## config.mk

```make
export PLATFORM = sky130hd
export DESIGN_NAME = usfa_core
export DESIGN_NICKNAME = d
export VERILOG_FILES = /design/src/logic/usfa_pkg.sv /design/src/logic/usfa_core.sv
export SDC_FILE = /design/constraint.sdc
export NUM_CORES = 1
export LEC_CHECK = 0
export BUFFER_PORTS_ARGS = -buffer_cell sky130_fd_sc_hd__clkbuf_2
export CORE_MARGIN = 1
export CORE_UTILIZATION = 58
export DETAILED_ROUTE_END_ITERATION = 10
export PLACE_DENSITY = 0.85
export SYNTH_ARGS = -nofsm -noshare
export SYNTH_HDL_FRONTEND = slang
export SYNTH_SLANG_ARGS = --single-unit
```

## constraint.sdc

```tcl
create_clock -name clk -period 3.9 [get_ports clk]
set_input_delay 0.39 -clock clk [delete_from_list [all_inputs] [get_ports clk]]
set_output_delay 0.39 -clock clk [all_outputs]
set_load 0.01 [all_outputs]
```

## src/logic/usfa_pkg.sv

```systemverilog
package usfa_pkg;
  // --------------------------------------------------------------
  // register offsets (byte addresses)
  // --------------------------------------------------------------
  localparam logic [7:0] OFF_CONTROL = 8'h40;
  localparam logic [7:0] OFF_IRQ_STATUS = 8'h44;
  localparam logic [7:0] OFF_FRAME_INFO = 8'h48;
  localparam logic [7:0] OFF_FUNCTION_ADDR = 8'h4c;
  localparam logic [7:0] OFF_DESCRIPTOR_BASE = 8'h50;

  // --------------------------------------------------------------
  // reset values
  // --------------------------------------------------------------
  localparam logic [15:0] CONTROL_RST = 16'h0003;
  localparam logic [15:0] FUNCTION_ADDR_RST = 16'h0000;
  localparam logic [15:0] DESCRIPTOR_BASE_RST = 16'h0000;

  // --------------------------------------------------------------
  // control fields
  // --------------------------------------------------------------
  localparam int CTL_MASK_LSB = 8;
  localparam int CTL_SUSPEND_FORCE = 3;
  localparam int CTL_LOW_POWER = 2;
  localparam int CTL_POWER_DOWN = 1;
  localparam int CTL_FORCE_RESET = 0;

  // --------------------------------------------------------------
  // irq status fields (event index = bit - EVT_LSB)
  // --------------------------------------------------------------
  localparam int IST_CTR = 15;
  localparam int EVT_LSB = 8;
  localparam int EVT_W = 7;
  localparam int EVT_MEM_OVR = 6;
  localparam int EVT_ERR = 5;
  localparam int EVT_RESUME = 4;
  localparam int EVT_IDLE_IDLE_SUSPEND_FLAG = 3;
  localparam int EVT_BUS_RESET = 2;
  localparam int EVT_SOF = 1;
  localparam int EVT_MISSED = 0;
  localparam int IST_DIR = 4;

  // --------------------------------------------------------------
  // frame info and address fields
  // --------------------------------------------------------------
  localparam int FI_PLUS = 15;
  localparam int FI_MINUS = 14;
  localparam int FI_LOCK = 13;
  localparam int FI_LOST_LSB = 11;
  localparam int FA_ENABLE = 7;
  localparam int DB_LSB = 3;
  localparam int DESC_ENTRY_SHIFT = 3;
  localparam int LOCK_SOF_COUNT = 2;
  localparam int MISSED_RUN_IDLE_SUSPEND_FLAG = 3;

  // --------------------------------------------------------------
  // timing
  // --------------------------------------------------------------
  localparam int CLK_PERIOD_NS = 20;
  localparam int IDLE_TIME_MS = 3;
  localparam int FRAME_TIME_MS = 1;
  localparam int IDLE_CYC = IDLE_TIME_MS * 1000000 / CLK_PERIOD_NS;
  localparam int FRAME_CYC = FRAME_TIME_MS * 1000000 / CLK_PERIOD_NS;
endpackage

```

## src/logic/usfa_core.sv

```systemverilog
// The Avalon-MM interface to the registers was decided locally.
`timescale 1ns/100ps
// Behaviour
// - four fault kinds raise the error flag
// - event flags clear only on written zero
// - wake activity: flag, drop low power, notify
// - 3 ms without traffic sets idle suspend
// - suspend check armed after reset, off while forced
// - bus reset sets flag, resets protocol engine
// - no transfers until reset flag cleared
// - bus reset clears address, endpoints and frame lock
// - frame packet sets flag, updates frame number
// - timer flags missed frame every 1 ms gap
// - three missed frames without traffic: suspend
// - missed frame flagged even before lock
// - direction bit: 0 in only, 1 otherwise
// - pending index: priority set, then lowest register
// - frame info shows both line levels
// - lock after two frames, cleared by reset/suspend
// - lost count increments, cleared by frame packet
// - frame number from latest frame packet
// - function disabled: no transactions at all
// - token needs address and endpoint match
// - descriptor base bits 15:3, low bits zero
// - matching token fetches descriptor entry
// - any masked event raises one shared irq
module usfa_core
  import usfa_pkg::*;
#(
  parameter int NUM_EP = 8,
  parameter int IDLE_CYCLES = usfa_pkg::IDLE_CYC,
  parameter int FRAME_CYCLES = usfa_pkg::FRAME_CYC
) (
  input wire logic clk,
  input wire logic rstn,
  input wire logic [7:0] address,
  input wire logic read,
  input wire logic write,
  input wire logic [31:0] writedata,
  input wire logic [3:0] byteenable,
  output logic [31:0] readdata,
  output logic waitrequest,
  input wire logic bus_reset,
  input wire logic bus_activity,
  input wire logic sof_in,
  input wire logic [10:0] sof_frame,
  input wire logic host_timeout,
  input wire logic crc_fault,
  input wire logic stuffing_fault,
  input wire logic framing_fault,
  input wire logic mem_overrun,
  input wire logic line_plus_state,
  input wire logic line_minus_state,
  input wire logic token_valid,
  input wire logic [6:0] token_addr,
  input wire logic [3:0] token_ep,
  input wire logic [NUM_EP-1:0] in_done_flag,
  input wire logic [NUM_EP-1:0] out_done_flag,
  input wire logic [NUM_EP-1:0] ep_priority_set,
  input wire logic [NUM_EP*4-1:0] endpoint_number_field,
  output logic irq,
  output logic resume_notify_line,
  output logic low_power_request,
  output logic suspend_force,
  output logic proto_reset,
  output logic ep_regs_reset,
  output logic xfer_enable,
  output logic desc_fetch_req,
  output logic [15:0] desc_fetch_addr,
  output logic [3:0] token_slot
);
  import usfa_pkg::*;

  localparam int IW = $clog2(IDLE_CYCLES + 1);
  localparam int FW = $clog2(FRAME_CYCLES + 1);

  if (NUM_EP < 1 || NUM_EP > 16) begin : g_bad_ep
    $error("NUM_EP must be 1..16");
  end
  if (IDLE_CYCLES < 2 || FRAME_CYCLES < 2) begin : g_bad_cyc
    $error("cycle counts must be at least 2");
  end

  // ----------------------------------------------------------------
  // register bus slave
  // ----------------------------------------------------------------
  logic req;
  logic wr_go;
  logic [31:0] next_readdata;
  logic next_waitrequest;
  logic [15:0] wdat;

  assign req = read | write;
  assign wr_go = write & ~waitrequest;
  assign wdat = writedata[15:0];

  // ----------------------------------------------------------------
  // state
  // ----------------------------------------------------------------
  logic [7:0] ctl_mask, next_ctl_mask;
  logic next_suspend_force, next_low_power_request;
  logic power_down, next_power_down;
  logic force_reset, next_force_reset;
  logic [EVT_W-1:0] evt, next_evt;
  logic dir, next_dir;
  logic [3:0] pending_endpoint_index, next_pending_endpoint_index;
  logic [10:0] frame_number, next_frame_number;
  logic [1:0] lost, next_lost;
  logic lock, next_lock;
  logic [1:0] sof_seen, next_sof_seen;
  logic [1:0] missed_run, next_missed_run;
  logic [IW-1:0] idle_cnt, next_idle_cnt;
  logic [FW-1:0] frame_cnt, next_frame_cnt;
  logic armed, next_armed;
  logic force_prev, next_force_prev;
  logic rst_prev, next_rst_prev;
  logic [6:0] dev_addr, next_dev_addr;
  logic fen, next_fen;
  logic [12:0] base, next_base;
  logic next_irq, next_resume_notify_line, next_proto_reset, next_ep_regs_reset;
  logic next_xfer_enable, next_desc_fetch_req;
  logic [15:0] next_desc_fetch_addr;
  logic [3:0] next_token_slot;

  // ----------------------------------------------------------------
  // per endpoint terms
  // ----------------------------------------------------------------
  logic [NUM_EP-1:0] req_hi, req_lo, ep_match;
  for (genvar i = 0; i < NUM_EP; i++) begin : g_ep
    assign req_hi[i] = (in_done_flag[i] | out_done_flag[i]) & ep_priority_set[i];
    assign req_lo[i] = (in_done_flag[i] | out_done_flag[i]) & ~ep_priority_set[i];
    assign ep_match[i] = endpoint_number_field[i*4 +: 4] == token_ep;
  end

  // ----------------------------------------------------------------
  // combinational events
  // ----------------------------------------------------------------
  logic rst_active, reset_evt, missed_evt, idle_hit, wake_evt, token_hit;
  logic [EVT_W-1:0] ev_set, ev_clr;
  logic [3:0] pick, slot;
  logic pick_dir;

  assign rst_active = bus_reset | force_reset;
  assign reset_evt = rst_active & ~rst_prev;
  assign missed_evt = ~suspend_force & ~sof_in & ~rst_active
                      & (frame_cnt == FW'(FRAME_CYCLES - 1));
  assign wake_evt = suspend_force & bus_activity;
  assign idle_hit = armed & ~bus_activity & ~sof_in
                    & ((idle_cnt == IW'(IDLE_CYCLES - 1))
                    | (missed_evt & (missed_run == 2'(MISSED_RUN_IDLE_SUSPEND_FLAG - 1))));
  assign token_hit = token_valid & fen & xfer_enable & (token_addr == dev_addr)
                     & (|ep_match);

  always_comb begin
    pick = 4'h0;
    pick_dir = 1'b0;
    slot = 4'h0;
    for (int i = NUM_EP - 1; i >= 0; i--) begin
      if (req_lo[i]) begin
        pick = 4'(i);
        pick_dir = out_done_flag[i];
      end
    end
    for (int i = NUM_EP - 1; i >= 0; i--) begin
      if (req_hi[i]) begin
        pick = 4'(i);
        pick_dir = out_done_flag[i];
      end
    end
    for (int i = NUM_EP - 1; i >= 0; i--) begin
      if (ep_match[i]) begin
        slot = 4'(i);
      end
    end
  end

  always_comb begin
    ev_set = '0;
    ev_set[EVT_MEM_OVR] = mem_overrun;
    ev_set[EVT_ERR] = host_timeout | crc_fault | stuffing_fault | framing_fault;
    ev_set[EVT_RESUME] = wake_evt;
    ev_set[EVT_IDLE_IDLE_SUSPEND_FLAG] = idle_hit;
    ev_set[EVT_BUS_RESET] = reset_evt;
    ev_set[EVT_SOF] = sof_in;
    ev_set[EVT_MISSED] = missed_evt;
    ev_clr = '0;
    if (wr_go && address == OFF_IRQ_STATUS && byteenable[1]) begin
      ev_clr = ~wdat[EVT_LSB +: EVT_W];
    end
  end

  // ----------------------------------------------------------------
  // next state
  // ----------------------------------------------------------------
  always_comb begin
    next_waitrequest = ~(req & waitrequest);
    next_readdata = readdata;
    if (req && waitrequest) begin
      next_readdata = '0;
      case (address)
        OFF_CONTROL: begin
          next_readdata[15:0] = {ctl_mask, 4'h0, suspend_force, low_power_request,
                                 power_down, force_reset};
        end
        OFF_IRQ_STATUS: begin
          next_readdata[15:0] = {|(in_done_flag | out_done_flag), evt, 3'h0, dir, pending_endpoint_index};
        end
        OFF_FRAME_INFO: begin
          next_readdata[15:0] = {line_plus_state, line_minus_state, lock, lost,
                                 frame_number};
        end
        OFF_FUNCTION_ADDR: begin
          next_readdata[15:0] = {8'h00, fen, dev_addr};
        end
        OFF_DESCRIPTOR_BASE: begin
          next_readdata[15:0] = {base, 3'h0};
        end
        default: begin
          next_readdata = '0;
        end
      endcase
    end

    next_ctl_mask = ctl_mask;
    next_suspend_force = suspend_force;
    next_low_power_request = low_power_request;
    next_power_down = power_down;
    next_force_reset = force_reset;
    next_dev_addr = dev_addr;
    next_fen = fen;
    next_base = base;
    if (wr_go && address == OFF_CONTROL) begin
      if (byteenable[1]) begin
        next_ctl_mask = wdat[CTL_MASK_LSB +: 8];
      end
      if (byteenable[0]) begin
        next_suspend_force = wdat[CTL_SUSPEND_FORCE];
        next_low_power_request = wdat[CTL_LOW_POWER];
        next_power_down = wdat[CTL_POWER_DOWN];
        next_force_reset = wdat[CTL_FORCE_RESET];
      end
    end
    if (wr_go && address == OFF_FUNCTION_ADDR && byteenable[0]) begin
      next_fen = wdat[FA_ENABLE];
      next_dev_addr = wdat[6:0];
    end
    if (wr_go && address == OFF_DESCRIPTOR_BASE) begin
      if (byteenable[1]) begin
        next_base[12:5] = wdat[15:8];
      end
      if (byteenable[0]) begin
        next_base[4:0] = wdat[7:DB_LSB];
      end
    end
    if (wake_evt) begin
      next_low_power_request = 1'b0;
    end
    if (reset_evt) begin
      next_fen = 1'b0;
      next_dev_addr = 7'h00;
    end

    next_evt = (evt & ~ev_clr) | ev_set;
    next_dir = pick_dir;
    next_pending_endpoint_index = pick;

    next_rst_prev = rst_active;
    next_force_prev = suspend_force;
    next_proto_reset = rst_active;
    next_ep_regs_reset = reset_evt;

    next_armed = armed;
    if (reset_evt) begin
      next_armed = 1'b1;
    end else if (suspend_force) begin
      next_armed = 1'b0;
    end else if (force_prev) begin
      next_armed = 1'b1;
    end

    next_resume_notify_line = resume_notify_line;
    if (wake_evt) begin
      next_resume_notify_line = 1'b1;
    end else if (!suspend_force) begin
      next_resume_notify_line = 1'b0;
    end

    next_idle_cnt = idle_cnt;
    if (bus_activity || sof_in || rst_active || !armed) begin
      next_idle_cnt = '0;
    end else if (idle_cnt != IW'(IDLE_CYCLES)) begin
      next_idle_cnt = idle_cnt + IW'(1);
    end

    next_frame_cnt = frame_cnt + FW'(1);
    if (sof_in || rst_active || suspend_force || missed_evt) begin
      next_frame_cnt = '0;
    end

    next_missed_run = missed_run;
    if (bus_activity || sof_in || rst_active) begin
      next_missed_run = 2'h0;
    end else if (missed_evt && missed_run != 2'h3) begin
      next_missed_run = missed_run + 2'h1;
    end

    next_lost = lost;
    if (sof_in) begin
      next_lost = 2'h0;
    end else if (missed_evt && lost != 2'h3) begin
      next_lost = lost + 2'h1;
    end

    next_frame_number = sof_in ? sof_frame : frame_number;

    next_sof_seen = sof_seen;
    next_lock = lock;
    if (rst_active || suspend_force || idle_hit || wake_evt) begin
      next_sof_seen = 2'h0;
      next_lock = 1'b0;
    end else if (sof_in) begin
      if (sof_seen != 2'(LOCK_SOF_COUNT)) begin
        next_sof_seen = sof_seen + 2'h1;
      end
      if (sof_seen == 2'(LOCK_SOF_COUNT - 1)) begin
        next_lock = 1'b1;
      end
    end else if (missed_evt) begin
      next_sof_seen = lock ? sof_seen : 2'h0;
    end

    next_xfer_enable = ~next_evt[EVT_BUS_RESET] & ~rst_active & ~power_down;
    next_irq = |(next_evt & next_ctl_mask[EVT_W-1:0])
               | (next_ctl_mask[7] & |(in_done_flag | out_done_flag));

    next_desc_fetch_req = token_hit;
    next_token_slot = token_hit ? slot : token_slot;
    next_desc_fetch_addr = desc_fetch_addr;
    if (token_hit) begin
      next_desc_fetch_addr = {base, 3'h0} + {9'h000, slot, 3'h0};
    end
  end

  // ----------------------------------------------------------------
  // registers
  // ----------------------------------------------------------------
  always_ff @(posedge clk or negedge rstn) begin
    if (!rstn) begin
      readdata <= '0;
      waitrequest <= 1'b1;
      ctl_mask <= CONTROL_RST[15:8];
      suspend_force <= CONTROL_RST[CTL_SUSPEND_FORCE];
      low_power_request <= CONTROL_RST[CTL_LOW_POWER];
      power_down <= CONTROL_RST[CTL_POWER_DOWN];
      force_reset <= CONTROL_RST[CTL_FORCE_RESET];
      evt <= '0;
      dir <= 1'b0;
      pending_endpoint_index <= 4'h0;
      frame_number <= 11'h000;
      lost <= 2'h0;
      lock <= 1'b0;
      sof_seen <= 2'h0;
      missed_run <= 2'h0;
      idle_cnt <= '0;
      frame_cnt <= '0;
      armed <= 1'b1;
      force_prev <= 1'b0;
      rst_prev <= 1'b0;
      dev_addr <= FUNCTION_ADDR_RST[6:0];
      fen <= FUNCTION_ADDR_RST[FA_ENABLE];
      base <= DESCRIPTOR_BASE_RST[15:3];
      irq <= 1'b0;
      resume_notify_line <= 1'b0;
      proto_reset <= 1'b0;
      ep_regs_reset <= 1'b0;
      xfer_enable <= 1'b0;
      desc_fetch_req <= 1'b0;
      desc_fetch_addr <= 16'h0000;
      token_slot <= 4'h0;
    end else begin
      readdata <= next_readdata;
      waitrequest <= next_waitrequest;
      ctl_mask <= next_ctl_mask;
      suspend_force <= next_suspend_force;
      low_power_request <= next_low_power_request;
      power_down <= next_power_down;
      force_reset <= next_force_reset;
      evt <= next_evt;
      dir <= next_dir;
      pending_endpoint_index <= next_pending_endpoint_index;
      frame_number <= next_frame_number;
      lost <= next_lost;
      lock <= next_lock;
      sof_seen <= next_sof_seen;
      missed_run <= next_missed_run;
      idle_cnt <= next_idle_cnt;
      frame_cnt <= next_frame_cnt;
      armed <= next_armed;
      force_prev <= next_force_prev;
      rst_prev <= next_rst_prev;
      dev_addr <= next_dev_addr;
      fen <= next_fen;
      base <= next_base;
      irq <= next_irq;
      resume_notify_line <= next_resume_notify_line;
      proto_reset <= next_proto_reset;
      ep_regs_reset <= next_ep_regs_reset;
      xfer_enable <= next_xfer_enable;
      desc_fetch_req <= next_desc_fetch_req;
      desc_fetch_addr <= next_desc_fetch_addr;
      token_slot <= next_token_slot;
    end
  end
endmodule

```

==> summary.md <==
| Metric | Value |
|---|---|
| Sequential fraction of the synthesis area | 45.9% |
| Tot Pwr | 3.52 mW |
| WL/cell | 17.5 microns |
| RSZ-0062 raised after global routing | no |
| H-tree level count | 4 |
| Layout cell share with drive strength beyond 1 | 28.7% |
| Synth top cells by count | dfrtp_1 (133), nor2_1 (69), nand2_1 (49), xor2_1 (49), xnor2_1 (34) |
| Placed insts | 1022 |
| Met1 global-route usage | 36.5% |
| Root Driver | clkbuf_16 |
| # nets final | 1018 |
| Die width | 116 microns |
| CTS Sinks | 137 |
| Syn_area_per_cell | 10.6 sq um |
| TritonCTS clock tree | yes |
| DP HPWL | 13.1 mm |
| GR peak layer | met2 |
| Layout Skew | 0.00676 ns |
| Antenna-violating nets left | 0 |
| Initial core utilization | 59.3% |
| Total global-route track usage | 29.1% |
| Worst-path maximum fanout | 8 |
| Clock transition at path regs | 0.05 ns |
| P_leak | 4.31 nW |
| P per Cell Area | 393 mW/mm^2 |
| Top post-synthesis cells by area | dfrtp_1 (44%), xor2_1 (5.7%), xnor2_1 (4.0%), mux2_2 (3.9%), nor2_1 (3.5%) |
| Worst stage delay on the critical path | 0.51 ns |
| Area fraction in compound gates after synthesis | 12.5% |
| Final hold vios | 0 |
| Cell taking the most area after synthesis | dfrtp_1 |
| Met2 Usage GRT | 47.5% |
| Mux cell area share after synthesis | 8.19% |
| Yosys warns | 0 |
| TritonCTS buffer count | 17 |
| Max-slew headroom | 39.0% |
| Final Non-Filler Cells | 1054 |
| Status | finished, final reports clean |
| Cts hold-fix bufs | 0 |
| Drt via density | 5.82 |
| Vias in the first global route | 5861 |
| Gpl congestion | 0.878 |
| Most frequent cell after synthesis | dfrtp_1 |
| Area growth syn-to-layout | 19.7% |
| I/O Buffers | 159 |
| Initial DRC Count | 569 |
| Synth Area in Adders | 2.11% |
| Post-Place Cell Area | 0.00834 sq mm |
| Crit. Startpoint | token_ep[1] |
| Multi-input gate area | 0.00379 sq mm |
| Netlist Area Pre-Place | 0.00749 sq mm |
| Post-Syn Instances | 709 |
| Crit path launch type | input pin |
| # IOs | 198 |
| #FFs+latches synth | 137 |
| Drt first pass iters | 5 |
| Row Count | 41 |
| Crit-path cells | clkbuf_2 -> xor2_1 -> nor4_2 -> o21ai_0 -> a211oi_1 -> ha_1 -> a21o_1 -> a21oi_1 -> nor2b_1 -> nand3_1 -> xnor2_1 -> mux2_4 |
| Core area | 0.0126 sq mm |
| Vias | 6135 |
| XOR/XNOR Fraction of Synth Area | 9.71% |
| CP arrival | 3.23 ns |
| Share of the synthesized area in the top cell type | 44.5% |
| Wirelength, routed | 18.4 mm |
| HP Class | input pin to asynchronous set/reset pin |
| Overflow after GRT | 0 |
| Synth async-reset ratio | 100% |
| Maximum number of pins on one net before global-route repair | 103 |
| Clock period minus worst slack | 2.92 ns |
| Peak Freq | 0.342 GHz |
| Max Slew Vio Count | 0 |
| Seq. cell area | 0.00343 sq mm |
| Post-Synth Simple-Gate Area | 17.2% |
| Post_cts resized | 0 |
| Crit Path Class | input pin to flip-flop |
| Max-cap violations | 0 |
| Synth Flop Type | dfrtp_1 |
| Setup total negative slack | 0 ns |
| Worst-Skew Late Latency | 0.42 ns |
| First-pass GRT wire length | 29.3 mm |
| VDD IR-drop max | 351 uV |
| Die Y | 116 microns |
| Final Instance Area | 0.00896 sq mm |
| DRC violations left | 0 |
| Fillers | 890 |
| Setup bufs post-CTS | 0 |
| Cell variety after synth | 70 |
| EDFF count, synth | 0 |
| M3 GR Usage | 9.00% |
| CP required | 4.20 ns |
| Fin Hold WS | 0.0671 ns |
| Slew of the pin with the lowest slew margin | 0.915 ns |
| Slowest stage cell, crit path | a211oi_1 |
| Max Buffers Root-to-Sink | 2 |
| Finish-stage setup viols | 0 |
| Period Utilization, post-route | 75.0% |
| Top Family by Delay on Critical Path | compound AO/OA/AOI/OAI gates |
| Largest family of logic cells by synthesized area | simple AND/OR/NAND/NOR gates |
| Initial antenna violation count | 0 |
| Die Area | 0.0134 sq mm |
| Crit. End Element | flip-flop |
| Reg2reg start | force_reset$_DFFE_PN1P_ |
| Worst path buffer plus inverter count | 1 |
==> metrics by stage <==
| step | worst slack [ns] | utilization (%) |
|---|---|---|
| floorplan | 0.857 | - |
| global placement | 0.611 | 66.1 |
| detailed placement | 0.536 | 66.1 |
| CTS | 0.960 | 71.0 |
| global route | 0.709 | 71.0 |
| finish | 0.976 | 71.0 |
==> cells by family after synthesis <==
family / after synthesis
other: 1
muxes: 53
adders and majority gates: 12
AOI/OAI and AO/OA: 132
buffers and inverters: 57
and+or+nand+nor: 234
xor gates and xnor gates: 83
DFF: 137
==> sequential cells by signal, summed over array words and instances, names as in the netlist, 2 cells and up <==
register	cells
readdata	16
desc_fetch_addr	13
frame_number	11
lost	2
evt	7
ctl_mask	8
token_slot	3
sof_seen	2
base	13
missed_run	2
idle_cnt	18
frame_cnt	16
dev_addr	7
pending_endpoint_index	3
==> metal layers <==
| layer | up-vias | routed length [microns] |
|---|---|---|
| met2 | 260 | 8740 |
| met4 | 0 | 416 |
| li1 | 2835 | - |
| met3 | 31 | 1530 |
| met1 | 3009 | 7710 |
| met5 | - | 0 |
==> cells in the final DEF (no fill, tap or decap), types with 17 or more instances in the layout <==
cell,instances
nor2_1,69
mux2_2,26
nand2_1,49
conb_1,20
clkbuf_16,17
nand3_1,18
xor2_1,49
dfrtp_1,133
xnor2_1,34
o21ai_0,24
clkbuf_2,158
==> where the power goes <==
group	internal, mW	switching, mW
Sequential	1.46	0.0273
Combinational	0.141	0.211
Clock	1.08	0.604
==> final timing paths <==
kind                       cells past startpoint  slack (ns)                              end
max                                           12        0.98  desc_fetch_addr[14]$_DFFE_PN0P_
min                                            1        0.07         idle_cnt[14]$_DFFE_PN0P_
max reg2reg                                    7        1.37          sof_seen[0]$_DFFE_PN0P_
min reg2reg                                    1        0.47          readdata[4]$_DFFE_PN0P_
max in group asynchronous                      2        3.00   desc_fetch_addr[8]$_DFFE_PN0P_
min in group clk                               2        0.19                 evt[6]$_DFF_PN0_
==> area by class of cell <==
class / count / area share (%)
Multi-Input combinational cell: 534 / 42.4
Sequential cell: 137 / 38.3
Timing Repair Buffer: 164 / 9.37
Clock buffer: 18 / 4.90
Tap cell: 172 / 2.40
Clock inverter: 13 / 1.98
Inverter: 15 / 0.628
Antenna cell: 1 / 0.0279
Note: power is estimated with default switching activity, not from simulation.
